### src/verilog/pdr_pkg.sv
package pdr_pkg;

    // ****************************************************************
    // register map
    // ****************************************************************
    localparam logic [7:0] ADDR_FIRST      = 8'h19;
    localparam logic [7:0] ADDR_LAST       = 8'h2D;
    localparam int         NUM_REGS        = 21;
    localparam logic [7:0] PLL_B_LOOP      = 8'h19;
    localparam logic [7:0] PLL_B_INPUT     = 8'h1A;
    localparam logic [7:0] PLL_C_REF       = 8'h1B;
    localparam logic [7:0] PLL_C_FB_HIGH   = 8'h1C;
    localparam logic [7:0] PLL_C_FB_LOW    = 8'h1D;
    localparam logic [7:0] PLL_C_PREDIV    = 8'h1E;
    localparam logic [7:0] PLL_C_LOOP      = 8'h1F;
    localparam logic [7:0] PLL_D_REF       = 8'h20;
    localparam logic [7:0] PLL_D_FB_HIGH   = 8'h21;
    localparam logic [7:0] PLL_D_FB_LOW    = 8'h22;
    localparam logic [7:0] PLL_D_LOOP      = 8'h23;
    localparam logic [7:0] OUT_DIV_ZERO    = 8'h24;
    localparam logic [7:0] SPARE_A         = 8'h25;
    localparam logic [7:0] OUT_DIV_ONE     = 8'h26;
    localparam logic [7:0] OUT_DIV_TWO     = 8'h27;
    localparam logic [7:0] SPARE_B         = 8'h28;
    localparam logic [7:0] OUT_DIV_THREE   = 8'h29;
    localparam logic [7:0] OUT_DIV_FOUR    = 8'h2A;
    localparam logic [7:0] OUT_DIV_FIVE    = 8'h2B;
    localparam logic [7:0] SPARE_C         = 8'h2C;
    localparam logic [7:0] OUT_SRC_ROUTING = 8'h2D;

    // ****************************************************************
    // reset values and writable-bit masks
    // ****************************************************************
    localparam logic [7:0] RST_PLL_B_LOOP  = 8'h40;
    localparam logic [7:0] RST_DEFAULT     = 8'h00;
    localparam logic [7:0] MASK_FULL       = 8'hFF;
    localparam logic [7:0] MASK_NONE       = 8'h00;
    localparam logic [7:0] MASK_PLL_B_LOOP = 8'h7F;
    localparam logic [7:0] MASK_PLL_B_IN   = 8'h03;
    localparam logic [7:0] MASK_FB_LOW     = 8'h07;
    localparam logic [7:0] MASK_PLL_C_LOOP = 8'hFB;
    localparam logic [7:0] MASK_PLL_D_LOOP = 8'h7F;
    localparam logic [7:0] MASK_ROUTING    = 8'h3F;

    // ****************************************************************
    // field positions
    // ****************************************************************
    localparam int B_SPREAD_EN_BIT = 0;
    localparam int B_INPUT_SEL_BIT = 1;
    localparam int C_INPUT_SEL_BIT = 0;
    localparam int C_PREDIV_EN_BIT = 1;
    localparam int D_INPUT_SEL_LSB = 0;
    localparam int OUT3_SOURCE_SEL_LSB        = 0;
    localparam int OUT4_SOURCE_SEL_LSB        = 2;
    localparam int OUT5_SOURCE_SEL_LSB        = 4;
    localparam int NUM_OUT_DIV     = 6;

    // ****************************************************************
    // types
    // ****************************************************************
    typedef enum logic [2:0] {
        SRC_OFF,
        SRC_FIRST_PLL,
        SRC_SECOND_PLL,
        SRC_THIRD_PLL,
        SRC_FOURTH_PLL,
        SRC_MHZ_REF,
        SRC_32K_REF
    } pdr_source_t;

    typedef enum logic {
        REF_MHZ,
        REF_32K
    } pdr_ref_t;

    typedef struct packed {
        logic       wr;
        logic       rd;
        logic [7:0] addr;
        logic [7:0] wdata;
    } pdr_cfg_req_t;

    typedef struct packed {
        pdr_ref_t   input_sel;
        logic       spread_en;
    } pdr_pll_b_t;

    typedef struct packed {
        logic [7:0]  ref_div;
        logic [10:0] fb_div;
        logic        prediv_en;
        logic [7:0]  fb_prediv;
        pdr_ref_t    input_sel;
    } pdr_pll_c_t;

    typedef struct packed {
        logic [7:0]  ref_div;
        logic [10:0] fb_div;
        logic [1:0]  input_sel;
    } pdr_pll_d_t;

    typedef logic [NUM_OUT_DIV-1:0][7:0] pdr_out_div_t;

endpackage : pdr_pkg

### src/verilog/pdr_regs.sv
`timescale 1ns/100ps

// ****************************************************************
// pll divider and output routing register slice
// ****************************************************************
module pdr_regs import pdr_pkg::*; (
    input  wire logic          clk_i,
    input  wire logic          srst_i,
    input  wire pdr_cfg_req_t  cfg_req_i,
    output logic [7:0]         cfg_rdata_o,
    output logic               cfg_rvalid_o,
    output pdr_pll_b_t         pll_b_cfg_o,
    output pdr_pll_c_t         pll_c_cfg_o,
    output pdr_pll_d_t         pll_d_cfg_o,
    output pdr_out_div_t       out_div_o,
    output pdr_source_t        out3_src_o,
    output pdr_source_t        out4_src_o,
    output pdr_source_t        out5_src_o
);

    // ****************************************************************
    // per-address helpers
    // ****************************************************************

    // reserved bits are never stored, so they always read back as zero
    function automatic logic [7:0] wr_mask(input logic [7:0] addr);
        logic [7:0] m;
        m = MASK_FULL;
        if (addr == PLL_B_LOOP) begin
            m = MASK_PLL_B_LOOP;
        end else if (addr == PLL_B_INPUT) begin
            m = MASK_PLL_B_IN;
        end else if (addr == PLL_C_FB_LOW || addr == PLL_D_FB_LOW) begin
            m = MASK_FB_LOW;
        end else if (addr == PLL_C_LOOP) begin
            m = MASK_PLL_C_LOOP;
        end else if (addr == PLL_D_LOOP) begin
            m = MASK_PLL_D_LOOP;
        end else if (addr == SPARE_A || addr == SPARE_B || addr == SPARE_C) begin
            m = MASK_NONE;
        end else if (addr == OUT_SRC_ROUTING) begin
            m = MASK_ROUTING;
        end
        return m;
    endfunction : wr_mask

    function automatic logic [7:0] rst_val(input logic [7:0] addr);
        logic [7:0] v;
        v = RST_DEFAULT;
        if (addr == PLL_B_LOOP) begin
            v = RST_PLL_B_LOOP;
        end
        return v;
    endfunction : rst_val

    // ****************************************************************
    // register storage
    // ****************************************************************
    logic [7:0] regs [NUM_REGS];
    logic       in_range;
    logic [4:0] idx;

    assign in_range = (cfg_req_i.addr >= ADDR_FIRST) && (cfg_req_i.addr <= ADDR_LAST);
    assign idx      = 5'(cfg_req_i.addr - ADDR_FIRST);

    // fields keep their value until software rewrites them
    always_ff @(posedge clk_i) begin
        for (int i = 0; i < NUM_REGS; i++) begin
            if (srst_i) begin
                regs[i] <= rst_val(8'(ADDR_FIRST + i));
            end else if (cfg_req_i.wr && in_range && idx == 5'(i)) begin
                regs[i] <= cfg_req_i.wdata & wr_mask(cfg_req_i.addr);
            end
        end
    end

    // read port: answers one cycle after the request, zero when unmapped
    always_ff @(posedge clk_i) begin
        if (srst_i) begin
            cfg_rdata_o  <= 8'h00;
            cfg_rvalid_o <= 1'b0;
        end else begin
            cfg_rvalid_o <= cfg_req_i.rd;
            if (cfg_req_i.rd) begin
                cfg_rdata_o <= in_range ? regs[idx] : 8'h00;
            end
        end
    end

    // ****************************************************************
    // field views
    // ****************************************************************

    // views index the array directly: a continuous assign wakes only on its
    // own operands, so a helper that reads the array behind them goes stale
    logic [7:0] b_input;
    logic [7:0] c_ref;
    logic [7:0] c_fb_high;
    logic [7:0] c_fb_low;
    logic [7:0] c_prediv;
    logic [7:0] c_loop;
    logic [7:0] d_ref;
    logic [7:0] d_fb_high;
    logic [7:0] d_fb_low;
    logic [7:0] d_loop;
    logic [7:0] routing;

    // second and third pll registers
    assign b_input   = regs[5'(PLL_B_INPUT - ADDR_FIRST)];
    assign c_ref     = regs[5'(PLL_C_REF - ADDR_FIRST)];
    assign c_fb_high = regs[5'(PLL_C_FB_HIGH - ADDR_FIRST)];
    assign c_fb_low  = regs[5'(PLL_C_FB_LOW - ADDR_FIRST)];
    assign c_prediv  = regs[5'(PLL_C_PREDIV - ADDR_FIRST)];
    assign c_loop    = regs[5'(PLL_C_LOOP - ADDR_FIRST)];

    // fourth pll registers and the routing byte
    assign d_ref     = regs[5'(PLL_D_REF - ADDR_FIRST)];
    assign d_fb_high = regs[5'(PLL_D_FB_HIGH - ADDR_FIRST)];
    assign d_fb_low  = regs[5'(PLL_D_FB_LOW - ADDR_FIRST)];
    assign d_loop    = regs[5'(PLL_D_LOOP - ADDR_FIRST)];
    assign routing   = regs[5'(OUT_SRC_ROUTING - ADDR_FIRST)];

    // ****************************************************************
    // pll configuration outputs
    // ****************************************************************

    // second pll: single select bit picks the reference input
    always_ff @(posedge clk_i) begin
        if (srst_i) begin
            pll_b_cfg_o <= '{input_sel: REF_MHZ, spread_en: 1'b0};
        end else begin
            pll_b_cfg_o.input_sel <= b_input[B_INPUT_SEL_BIT]
                                     ? REF_32K : REF_MHZ;
            pll_b_cfg_o.spread_en <= b_input[B_SPREAD_EN_BIT];
        end
    end

    // third pll dividers; the predivider value is zero while bypassed
    always_ff @(posedge clk_i) begin
        if (srst_i) begin
            pll_c_cfg_o <= '0;
        end else begin
            pll_c_cfg_o.ref_div   <= c_ref;
            pll_c_cfg_o.fb_div    <= {c_fb_high, c_fb_low[2:0]};
            pll_c_cfg_o.prediv_en <= c_loop[C_PREDIV_EN_BIT];
            pll_c_cfg_o.fb_prediv <= c_loop[C_PREDIV_EN_BIT]
                                     ? c_prediv : 8'h00;
            pll_c_cfg_o.input_sel <= c_loop[C_INPUT_SEL_BIT] ? REF_32K : REF_MHZ;
        end
    end

    // fourth pll dividers and its two-bit input select
    always_ff @(posedge clk_i) begin
        if (srst_i) begin
            pll_d_cfg_o <= '0;
        end else begin
            pll_d_cfg_o.ref_div   <= d_ref;
            pll_d_cfg_o.fb_div    <= {d_fb_high, d_fb_low[2:0]};
            pll_d_cfg_o.input_sel <= d_loop[D_INPUT_SEL_LSB +: 2];
        end
    end

    // ****************************************************************
    // output dividers
    // ****************************************************************

    // the map skips spare slots, so the dividers are not contiguous
    always_ff @(posedge clk_i) begin
        if (srst_i) begin
            out_div_o <= '0;
        end else begin
            out_div_o[0] <= regs[5'(OUT_DIV_ZERO - ADDR_FIRST)];
            out_div_o[1] <= regs[5'(OUT_DIV_ONE - ADDR_FIRST)];
            out_div_o[2] <= regs[5'(OUT_DIV_TWO - ADDR_FIRST)];
            out_div_o[3] <= regs[5'(OUT_DIV_THREE - ADDR_FIRST)];
            out_div_o[4] <= regs[5'(OUT_DIV_FOUR - ADDR_FIRST)];
            out_div_o[5] <= regs[5'(OUT_DIV_FIVE - ADDR_FIRST)];
        end
    end

    // ****************************************************************
    // output source routing
    // ****************************************************************
    pdr_source_t next_out3_source_sel;
    pdr_source_t next_out4_source_sel;
    pdr_source_t next_out5_source_sel;

    // each divider has its own encoding of the same code points
    always_comb begin
        case (routing[OUT5_SOURCE_SEL_LSB +: 2])
            2'h1:    next_out5_source_sel = SRC_THIRD_PLL;
            2'h2:    next_out5_source_sel = SRC_FIRST_PLL;
            2'h3:    next_out5_source_sel = SRC_SECOND_PLL;
            default: next_out5_source_sel = SRC_OFF;
        endcase
        case (routing[OUT4_SOURCE_SEL_LSB +: 2])
            2'h1:    next_out4_source_sel = SRC_THIRD_PLL;
            2'h2:    next_out4_source_sel = SRC_MHZ_REF;
            2'h3:    next_out4_source_sel = SRC_32K_REF;
            default: next_out4_source_sel = SRC_OFF;
        endcase
        case (routing[OUT3_SOURCE_SEL_LSB +: 2])
            2'h1:    next_out3_source_sel = SRC_MHZ_REF;
            2'h2:    next_out3_source_sel = SRC_32K_REF;
            2'h3:    next_out3_source_sel = SRC_FOURTH_PLL;
            default: next_out3_source_sel = SRC_OFF;
        endcase
    end

    // registered so the clock matrix never sees a decode glitch
    always_ff @(posedge clk_i) begin
        if (srst_i) begin
            out3_src_o <= SRC_OFF;
            out4_src_o <= SRC_OFF;
            out5_src_o <= SRC_OFF;
        end else begin
            out3_src_o <= next_out3_source_sel;
            out4_src_o <= next_out4_source_sel;
            out5_src_o <= next_out5_source_sel;
        end
    end

endmodule : pdr_regs
### config.mk
export PLATFORM = sky130hd
export DESIGN_NAME = pdr_regs
export DESIGN_NICKNAME = d
export VERILOG_FILES = /design/src/verilog/pdr_pkg.sv /design/src/verilog/pdr_regs.sv
export SDC_FILE = /design/constraint.sdc
export NUM_CORES = 1
export LEC_CHECK = 0
export ABC_CLOCK_PERIOD_IN_PS = 7800
export BUFFER_PORTS_ARGS = -buffer_cell sky130_fd_sc_hd__buf_2
export CORE_MARGIN = 3
export CORE_UTILIZATION = 49
export CTS_CLUSTER_DIAMETER = 150
export DETAILED_ROUTE_END_ITERATION = 10
export PLACE_DENSITY = 0.76
export SLEW_MARGIN = 5
export SYNTH_ARGS = -nofsm -noshare
export SYNTH_HDL_FRONTEND = slang
export SYNTH_SLANG_ARGS = --single-unit
### constraint.sdc
create_clock -name clk_i -period 7.8 [get_ports clk_i]
set_input_delay 0.39 -clock clk_i [delete_from_list [all_inputs] [get_ports clk_i]]
set_output_delay 0.39 -clock clk_i [all_outputs]
set_load 0.03 [all_outputs]
# Yosys cells after proc, flatten, opt, wreduce, memory -nomap -nowiden
# Memories as Yosys holds them, arrays and structs flattened. A register that Yosys moved wholly into a read port is not among the register bits.
# Index checks and enable logic that the tools add are counted.
[totals]
register_bits = 22
ram_bits = 168
in_bits = 20
output_inout_bits = 118
wordCells = 265
memories = 1
[memory_table]
columns = ["memory", "depth", "word_bits", "read_ports", "rd_clocked_by_memory_dff", "write_ports", "line", "source"]
rows = [
  ["regs", 21, 8, 18, 14, 21, "pdr_regs.sv:59", "logic [7:0] regs [NUM_REGS];"],
]
[op_classes]
add_sub_neg = 1
n_lt_le_gt_ge = 2
eq_ne = 39
muxes = 142
bitwise = 43
n_reduce_logical = 28
[ops]
columns = ["op", "n"]
rows = [
  ["two-way mux 8 bit", 72],
  ["bitwise AND 8 bit", 21],
  ["two-way mux 1 bit", 67],
  ["== test 8 x 6 -> 1 bit, second input constant", 6],
  ["== test 5 x 4 -> 1 bit, second input constant", 8],
  ["== test 8 x 5 -> 1 bit, second input constant", 4],
  ["== test 5 bit, second input constant", 5],
  ["logical AND 1 bit", 23],
  ["OR 1 bit", 21],
  ["== test 5 x 3 -> 1 bit, second input constant", 4],
  ["case mux 3 bit (3 select lines)", 2],
  ["== test 2 bit, second input constant", 6],
  ["== test 5 x 2 -> 1 bit, second input constant", 2],
  [">= comparator 8 x 5 -> 1 bit, second input constant", 1],
  ["<= comparator 8 x 6 -> 1 bit, second input constant", 1],
  ["== test 2 x 1 -> 1 bit, second input constant", 3],
  ["case mux 2 bit (3 select lines)", 1],
  ["== test 5 x 1 -> 1 bit, second input constant", 1],
  ["logical NOT 5 bit", 1],
  ["subtractor 5 bit, second input constant", 1],
  ["logical OR 1 bit", 3],
  ["OR reduction 2 bit", 1],
  ["inverter 1 bit", 1],
]

# Logic depth before layout (Yosys ltp)
# Gate-level depths: netlist of the first run.
[depth]
ltp_word = 13
depth_mapped = 13
depth_no_buf = 7

# Worst setup path after synthesis of the first run
# OpenSTA, ideal clock, no wires.
[synth_timing]
path_type = "in2reg"
start = "input cfg_req_i[8] (netlist name)"
end = "memory regs[10][0], enable pin"
setup_time_ns = 0.384
t_arrival_ns = 3.709
t_required_ns = 7.416
setup_slack_ns = 3.707
stages = 12
path_buffers = 5
path_cell_list = "buf_2 buf_2 buf_2 inv_1 ha_1 buf_2 nor2b_4 a2111o_1 a2111oi_4 nand2_2 buf_6 o21ai_0"
[synth_rtl]
columns = ["item", "line", "source"]
rows = [
  ["from (decl)", "pdr_regs.sv:9", "input wire pdr_cfg_req_t cfg_req_i,"],
  ["to (decl)", "pdr_regs.sv:59", ""],
]

==> results of run 1 <==
==> worst max path at each step <==
stage | start | end | cells after the start
global placement | cfg_req_i[8] | regs[2][3] | 9
finish | cfg_req_i[8] | regs[10][6] | 9
global route | cfg_req_i[8] | regs[7][2] | 9
floorplan | cfg_req_i[8] | regs[10][0] | 12
detailed placement | cfg_req_i[8] | regs[3][3] | 9
CTS | cfg_req_i[8] | regs[3][3] | 9
==> cell usage after synthesis (all sizes together), types with 14 or more instances <==
cell type  count  share of area [%]
a31oi         17               0.98
nand2         53                1.8
nor2         118                3.8
nand3         14                1.0
mux4          40                7.8
nor2b         98                5.4
o21ai         23                1.0
edfxtp       168                 44
nor3          59                2.7
clkbuf        38                1.2
buf           28                1.6
dfxtp        117                 20
==> registers in the layout (all words and copies together) (netlist names), 2 cells and up <==
| register | count |
|---|---|
| regs | 168 |
| pll_c_cfg_o | 29 |
| out5_src_o | 2 |
| cfg_rdata_o | 8 |
| pll_b_cfg_o | 2 |
| out4_src_o | 3 |
| out3_src_o | 3 |
| pll_d_cfg_o | 21 |
| out_div_o | 48 |
==> through the flow <==
stage | hold WS (ns) | worst slack (ns)
final | 0.194 | 2.93
after global placement | 0.461 | 2.60
after global routing | 0.187 | 2.58
after detailed placement | 0.462 | 2.37
after CTS | 0.185 | 2.91
after floorplan | 0.442 | 3.71
==> cells by family after synthesis <==
family,count (synthesis),share of synthesized area (%)
compound gates,82,5.12
xor+xnor,1,0.0760
fa+ha+maj,12,1.30
buf+inv,77,3.25
flops,285,64.1
mux,40,7.82
other cells,1,0.0326
simple gates,398,18.3
==> report_power, final <==
group | leakage (nW) | total, mW | internal, mW | switching [mW]
Combinational | 1.96 | 0.328 | 0.107 | 0.221
Sequential | 2.57 | 1.71 | 1.67 | 0.0362
Clock | 0.466 | 1.36 | 0.790 | 0.574
==> worst max-delay path: cells and delay by family <==
family	cells	cell delay (ns)
buffers and inverters	3	0.93
adders and majority gates	1	0.37
and+or+nand+nor	2	0.73
AOI/OAI and AO/OA	3	2.58
==> layer usage <==
metal | up-vias | part of all wire, % | routed length [µm] | GRT usage (%)
met3 | 63 | 12 | 3480 | 6.37
met5 | - | 0 | 0 | 0
met1 | 3711 | 40 | 11800 | 31.4
met2 | 510 | 46 | 13700 | 36.3
met4 | 0 | 2.6 | 780 | 6.65
li1 | 3453 | - | - | -
==> layout make-up <==
class	count	share of cell area, %
clock buffer	39	6.26
clock inverter	15	0.928
inverter	11	0.309
multi-input combinational	543	28.5
sequential	285	55.4
tap	313	2.93
timing repair buffer	147	5.74
==> impl_metrics.ini, run 1 <==
[clock_tree]
clk_pin_slew_ns = 0.06
tritoncts = built
cts_setup_buffers = 0
clock-sinks = 285
cts-htree-levels = 1
cts_resized = 0
clock_path_buffers = 3
cts_buffers = 29
clk_latency_ns = 0.55
cts-root-buf = clkbuf_16
postCtsHoldBufs = 0

[die]
chipHeight_um = 159
rows = 55
die_area_um2 = 25400
io_pins = 138
start_util_pct = 50.4
die_x_um = 159
coreArea_um2 = 22800

[layout]
layout_commonest_cell = edfxtp_1
multi_input_area_um2 = 3800
finalNonFillerCells = 1353
fill_cells = 1816
final-seq-area_um2 = 7390
drive_gt1_share_pct = 25.9
fin_area_um2 = 13300
area_growth_pct = 15.8
final_util_pct = 58.4
n_antenna_cell = 0
final_cell_mix = edfxtp_1 (168), buf_2 (135), nor2_1 (118)
nNetsFinal = 1049

[synthesis]
ys_warn_count = 0
synth_edf_count = 168
syn_area_per_cell_um2 = 12.9
ys_seq_area_share_pct = 64.1
synth_area_um2 = 11500
synth_seq_cells = 285
syn_inst = 896
yosys_most_used_dff = edfxtp_1
async_reset_ff_share_pct = 0
synth.distinct_cells = 65

[global_route]
grt_overflow = 0
grt_max_degree = 56
grt_antenna_before_repair = 0
grt_pass1_vias = 7602
track_usage_pct = 22.9
grt_pass1_wl_mm = 45.0

[power_and_ir_drop]
peakVddDrop_v = 0.000171
power-per-cell-area_nw_per_um2 = 255
p_leak_nw = 5.00
power_mw = 3.40

[critical_path]
cpPeakStageDelay_ns = 1.05
required_ns = 7.97
rr_worst_depth = 5
crit_slowest_cell = a2111oi_4
r2r_setup_slack_ns = 5.86
setup.worst_path.end_class = register
crit_type = in2reg
reg2reg_from = regs[13][2]
path_cells = buf_2 -> buf_4 -> inv_1 -> ha_1 -> nor2b_4 -> a2111o_1 -> a2111oi_4 -> nand2_2 -> o21ai_0
critical_path_arrival_ns = 5.04
regToRegEndpoint = cfg_rdata_o[2]
cp-start-kind = input pin
path_max_fanout = 48

[timing]
timing.fmax_mhz = 205
hold_violations = 0
min_period_ns = 4.87
fin_skew_ns = 0.0255
fin_setup_tns_ns = 0
period_share_pct = 62.5
slew_viol_final = 0
setup_viol = 0
max_slew.worst_pin.slew_ns = 1.28
rsz0062_at_grt = no
relSlewSlack_pct = 13.8

[route]
totalWireLength_mm = 29.7
dr.first_iter.drc_count = 1076
ant_nets = 0
vias = 7737
drtPass1Iterations = 5
wire_per_inst_um = 22.0
avgViaCountPerCell = 5.72
route.detailed.drc = 0

[hold_path]
min_to = cfg_rvalid_o
min_path_cells = 2
hold_class = in2reg
min_from = cfg_req_i[16]

[placement]
gp_congestion = 0.867
hpwlAfterDp_mm = 20.3
placed_area_um2 = 12400
io_buffers = 136
placed_cells = 1299

[flow_run]
maxCapViolCount = 0

[outcome]
status = finished, final reports clean
Note: power is estimated with default switching activity, not from simulation.
==> inputs of run 2 (changes only) <==
ABC_AREA = 1   (was unset)
ABC_CLOCK_PERIOD_IN_PS = 4200   (was 7800)
PLACE_DENSITY = 0.78   (was 0.76)
clock period = 4.2 ns   (was 7.8 ns; I/O delays follow)
==> run 2 against run 1 <==
Non-clock buffer count is 7 higher. Global-route usage is 0.94 points lower. Clock-buffer cell count is 3 lower. Critical path depth is 3 higher. Final cell count is 27% higher. Hold slack worse by 0.11 ns. Power is 89% higher. Wire length is 0.58% lower.
==> impl_metrics.ini, run 2 <==
[synthesis]
async_reset_ff_share_pct = 0
synth_area_leaders = edfxtp_1 (42%), dfxtp_1 (20%), nor2_1 (8.7%), nand2_1 (7.1%), inv_1 (4.2%)
synth_edf_count = 168
ys_seq_area_share_pct = 62.0
synth_commonest_cells = nor2_1 (277), nand2_1 (224), edfxtp_1 (168), inv_1 (133), dfxtp_1 (117)
syn_inst = 1253
synth.most_common_cell = nor2_1
synth.top_cell.area_share_pct = 42.4
synth.distinct_cells = 36
synth_seq_cells = 285
syn_area_per_cell_um2 = 9.50
synth_area_um2 = 11900
ys_warn_count = 0
yosysTopAreaCell = edfxtp_1
yosys_most_used_dff = edfxtp_1

[clock_tree]
clock-sinks = 285
tritoncts = built
postCtsHoldBufs = 0
clock_path_buffers = 3
cts-htree-levels = 1
cts_setup_buffers = 0
cts-root-buf = clkbuf_16
clk_latency_ns = 0.54
cts_buffers = 28
clk_pin_slew_ns = 0.06
cts_resized = 0

[power_and_ir_drop]
power-per-cell-area_nw_per_um2 = 465
peakVddDrop_v = 0.000317
power_mw = 6.41
p_leak_nw = 6.18

[layout]
multi_input_area_um2 = 3690
top_register = regs
fill_cells = 2012
fin_area_um2 = 13800
final_cell_mix = nor2_1 (277), nand2_1 (224), edfxtp_1 (168)
layout_commonest_cell = nor2_1
drive_gt1_share_pct = 17.7
reg_top3 = regs: 168 flops, out_div_o: 48 flops, pll_c_cfg_o: 29 flops
largest_register_ffs = 168
n_antenna_cell = 0
area_growth_pct = 15.6
final-seq-area_um2 = 7390
nNetsFinal = 1408

[timing]
period_share_pct = 75.6
relSlewSlack_pct = 19.4
setup_viol = 0
max_slew.worst_pin.slew_ns = 1.21
fin_hold_ws_ns = 0.0804
timing.fmax_mhz = 315
fin_skew_ns = 0.0145
rsz0062_at_grt = no
fin_setup_tns_ns = 0
min_period_ns = 3.17
hold_violations = 0
slew_viol_final = 0
fin_ws_ns = 1.03

[route]
wire_per_inst_um = 17.2
route.detailed.drc = 0
drtPass1Iterations = 6
vias = 9039
totalWireLength_mm = 29.6
dr.first_iter.drc_count = 1059
ant_nets = 0
avgViaCountPerCell = 5.26

[critical_path]
critical_path_arrival_ns = 3.33
setup.worst_path.end_class = register
required_ns = 4.36
cp-start-kind = input pin
cpPeakStageDelay_ns = 1.00
critPathTopFamily = compound AO/OA/AOI/OAI gates
crit_type = in2reg
path_cells = buf_4 -> inv_4 -> ha_1 -> inv_1 -> o21ai_1 -> or2_1 -> nand2_1 -> buf_4 -> inv_2 -> nor2_2 -> nand2_1 -> o21ai_0
crit_buf_inv = 5
crit_slowest_cell = o21ai_0
path_max_fanout = 21

[die]
start_util_pct = 50.3
io_pins = 138
rows = 56
coreArea_um2 = 23700
chipHeight_um = 162
die_area_um2 = 26200
die_x_um = 162

[global_route]
track_usage_pct = 22.0
grt_antenna_before_repair = 0
grt_max_degree = 101
grt_overflow = 0
grt_pass1_wl_mm = 45.5
grt_pass1_vias = 8793

[hold_path]
hold_class = in2reg

[outcome]
status = finished, final reports clean

[placement]
gp_congestion = 0.896
pre_cts_ws_ns = 0.479
placed_area_um2 = 12800
io_buffers = 136
hpwlAfterDp_mm = 19.8

[flow_run]
maxCapViolCount = 0
-- run 2: cell type report --
class | count | share of cell area (%)
Sequential cell | 285 | 53.7
Multi-Input combinational cell | 767 | 26.8
Tap cell | 319 | 2.90
Inverter | 140 | 3.83
Clock buffer | 36 | 5.62
Timing Repair Buffer | 154 | 5.96
Clock inverter | 16 | 1.24
-- run 2: per-layer routing --
layer	track usage [%]	vias to the layer above	routed length, µm	part of all wire (%)
met5	0	-	0	0
met4	9.15	0	1260	4.3
met3	3.52	87	3010	10
met2	37.5	490	14400	49
met1	28.0	4209	10900	37
li1	-	4253	-	-
-- run 2: worst register-to-register path, cell delays in order (launching register included) --
cell and delay (ns):
edfxtp_1 0.37, a21oi_1 0.16, o21ai_0 0.14, nand2_1 0.17, nand2_1 0.08, nand2_1 0.12
nand2_1 0.06, nand2_1 0.08, nand2_1 0.05, nand2_1 0.10, a21oi_1 0.07
-- run 2: logic make-up after synthesis --
group           Yosys count  synth area share [%]
simple gates            586                  22.6
flops                   285                  62.0
buf+inv                 210                  7.24
compound gates          159                  6.77
fa+ha+maj                12                  1.26
other cells               1                0.0315
-- run 2: final timing paths --
path,slack (ns),depth (start not counted),from,endpoint
worst max-delay path,1.03,12,cfg_req_i[8],regs[7][2]
worst min-delay path,0.08,3,cfg_req_i[16],cfg_rvalid_o
worst max register to register,2.66,10,regs[6][7],cfg_rdata_o[7]
worst min register to register,0.46,2,regs[18][0],out_div_o[40]
-- run 2: report_power, final --
| group | switching, mW | total (mW) | internal [mW] |
|---|---|---|---|
| Clock | 1.04 | 2.53 | 1.49 |
| Combinational | 0.555 | 0.730 | 0.175 |
| Sequential | 0.0462 | 3.15 | 3.10 |
-- run 2: metrics by stage --
step,cells,util [%]
after detailed placement,1665,54.2
after global placement,1665,54.2
after floorplan,1262,-
after global routing,1717,58.1
after CTS,1717,58.1
final,1717,58.1
==> inputs of run 3 (changes only) <==
ABC_AREA = 0   (was 1)
ABC_CLOCK_PERIOD_IN_PS = 2700   (was 4200)
PLACE_DENSITY = 0.79   (was 0.78)
clock period = 2.7 ns   (was 4.2 ns; I/O delays follow)
==> run 3 against run 2 <==
Via count shrank 12%. Critical path depth shrank 4. Die area shrank 3.1%. Clock skew grew 0.0049 ns. Design area grew 0.29%. Largest power group unchanged.
==> impl_metrics.ini, run 3 (synthesis gave the netlist of run 1 again) <==
[layout]
layout_commonest_cell = edfxtp_1
fin_area_um2 = 13800
largest_register_ffs = 168
nNetsFinal = 1089
fill_cells = 1772
area_growth_pct = 19.9
drive_gt1_share_pct = 29.6
final_cell_mix = edfxtp_1 (168), buf_2 (135), nor2_1 (118)
reg_top3 = regs: 168 flops, out_div_o: 48 flops, pll_c_cfg_o: 29 flops
n_antenna_cell = 0
top_register = regs

[die]
rows = 55
start_util_pct = 50.4
die_area_um2 = 25400
chipHeight_um = 159
coreArea_um2 = 22800
io_pins = 138
die_x_um = 159

[clock_tree]
cts_resized = 0
clock_path_buffers = 3
cts_setup_buffers = 0
cts-htree-levels = 1
clock-sinks = 285
postCtsHoldBufs = 1
clk_latency_ns = 0.55
tritoncts = built
cts_buffers = 28
clk_pin_slew_ns = 0.06
cts-root-buf = clkbuf_16

[flow_run]
maxCapViolCount = 0

[critical_path]
cp-start-kind = input pin
required_ns = 2.92
path_max_fanout = 13
critical_path_arrival_ns = 2.53
setup.worst_path.end_class = register
crit_type = in2reg

[timing]
fin_setup_tns_ns = 0
min_period_ns = 2.30
max_slew.worst_pin.slew_ns = 1.14
setup_viol = 0
hold_violations = 0
rsz0062_at_grt = no
period_share_pct = 85.3
fin_skew_ns = 0.0194
timing.fmax_mhz = 434
slew_viol_final = 0
relSlewSlack_pct = 24.2

[route]
avgViaCountPerCell = 5.71
vias = 7951
wire_per_inst_um = 22.0
totalWireLength_mm = 30.7
ant_nets = 0
dr.first_iter.drc_count = 1011
drtPass1Iterations = 5
route.detailed.drc = 0

[global_route]
grt_pass1_vias = 7916
grt_antenna_before_repair = 0
grt_max_degree = 53
use_met1_pct = 32.6
grt_overflow = 0
grt_pass1_wl_mm = 47.0
grt-busiest-layer = met2
grtUsageMet2_pct = 36.7
grtUsageMet3_pct = 7.44
track_usage_pct = 24.0

[power_and_ir_drop]
peakVddDrop_v = 0.000559
power-per-cell-area_nw_per_um2 = 713
p_leak_nw = 5.23

[hold_path]
hold_class = in2reg

[placement]
gp_congestion = 0.907
placed_area_um2 = 12900
io_buffers = 136
hpwlAfterDp_mm = 21.7

[outcome]
status = finished, final reports clean
run 3: changes by cell type in the layout (fill, tap and decap cells not counted), moves of 16 or more:
cell and delta:
nand2_1 -174, nor2_1 -159, inv_1 -123, nor2b_1 +97, a21oi_1 -73, o21ai_0 -72, nor3_1 +51, mux4_2 +40
nand3_1 -32, buf_4 +30, a31oi_1 +16
run 3: worst paths after layout:
check | from | end | slack [ns] | depth (start not counted)
setup reg to reg | regs[13][2] | cfg_rdata_o[2] | 0.72 | 5
hold reg to reg | regs[8][0] | pll_d_cfg_o[5] | 0.49 | 1
setup / recovery | cfg_req_i[9] | regs[2][1] | 0.40 | 8
hold / removal | cfg_req_i[5] | regs[18][5] | 0.03 | 3
run 3: final cells by class:
cell class | instances | area (µm²) | share of cell area [%]
Inverter | 11 | 43.8 | 0.317
Tap cell | 313 | 392 | 2.84
Multi-Input combinational cell | 543 | 3950 | 28.6
Clock inverter | 10 | 92.6 | 0.671
Sequential cell | 285 | 7390 | 53.5
Clock buffer | 42 | 845 | 6.12
Timing Repair Buffer | 188 | 1100 | 7.97
run 3: layer usage:
| metal | wire (µm) | part of all wire, % |
|---|---|---|
| met4 | 1010 | 3.3 |
| met3 | 3940 | 13 |
| met5 | 0 | 0 |
| met2 | 14000 | 46 |
| met1 | 11700 | 38 |
run 3: worst max-delay path, cell delays in order:
cell and delay [ns]:
buf_2 0.11, inv_1 0.13, ha_1 0.22, inv_1 0.09
a2111o_1 0.49, a2111oi_4 0.51, nand2_2 0.42, o21ai_4 0.42
run 3: where the power goes:
part,switching [mW],internal (mW),leakage [nW]
clock network,1.63,2.26,0.469
registers,0.106,4.82,2.57
logic,0.673,0.358,2.19
run 3: per-stage QoR:
| stage | total power, mW | worst slack (ns) | hold slack (ns) | utilization, % | cells |
|---|---|---|---|---|---|
| after global placement | 6.02 | -0.0213 | 0.459 | 56.3 | 1339 |
| after detailed placement | 6.03 | -0.119 | 0.463 | 56.3 | 1339 |
| final | 9.85 | 0.398 | 0.0276 | 60.4 | 1392 |
| after floorplan | 5.67 | 0.00172 | 0.305 | - | 905 |
| after global routing | 10.1 | 0.320 | 0.0512 | 60.4 | 1392 |
| after CTS | 9.87 | 0.455 | 0.0189 | 60.4 | 1392 |
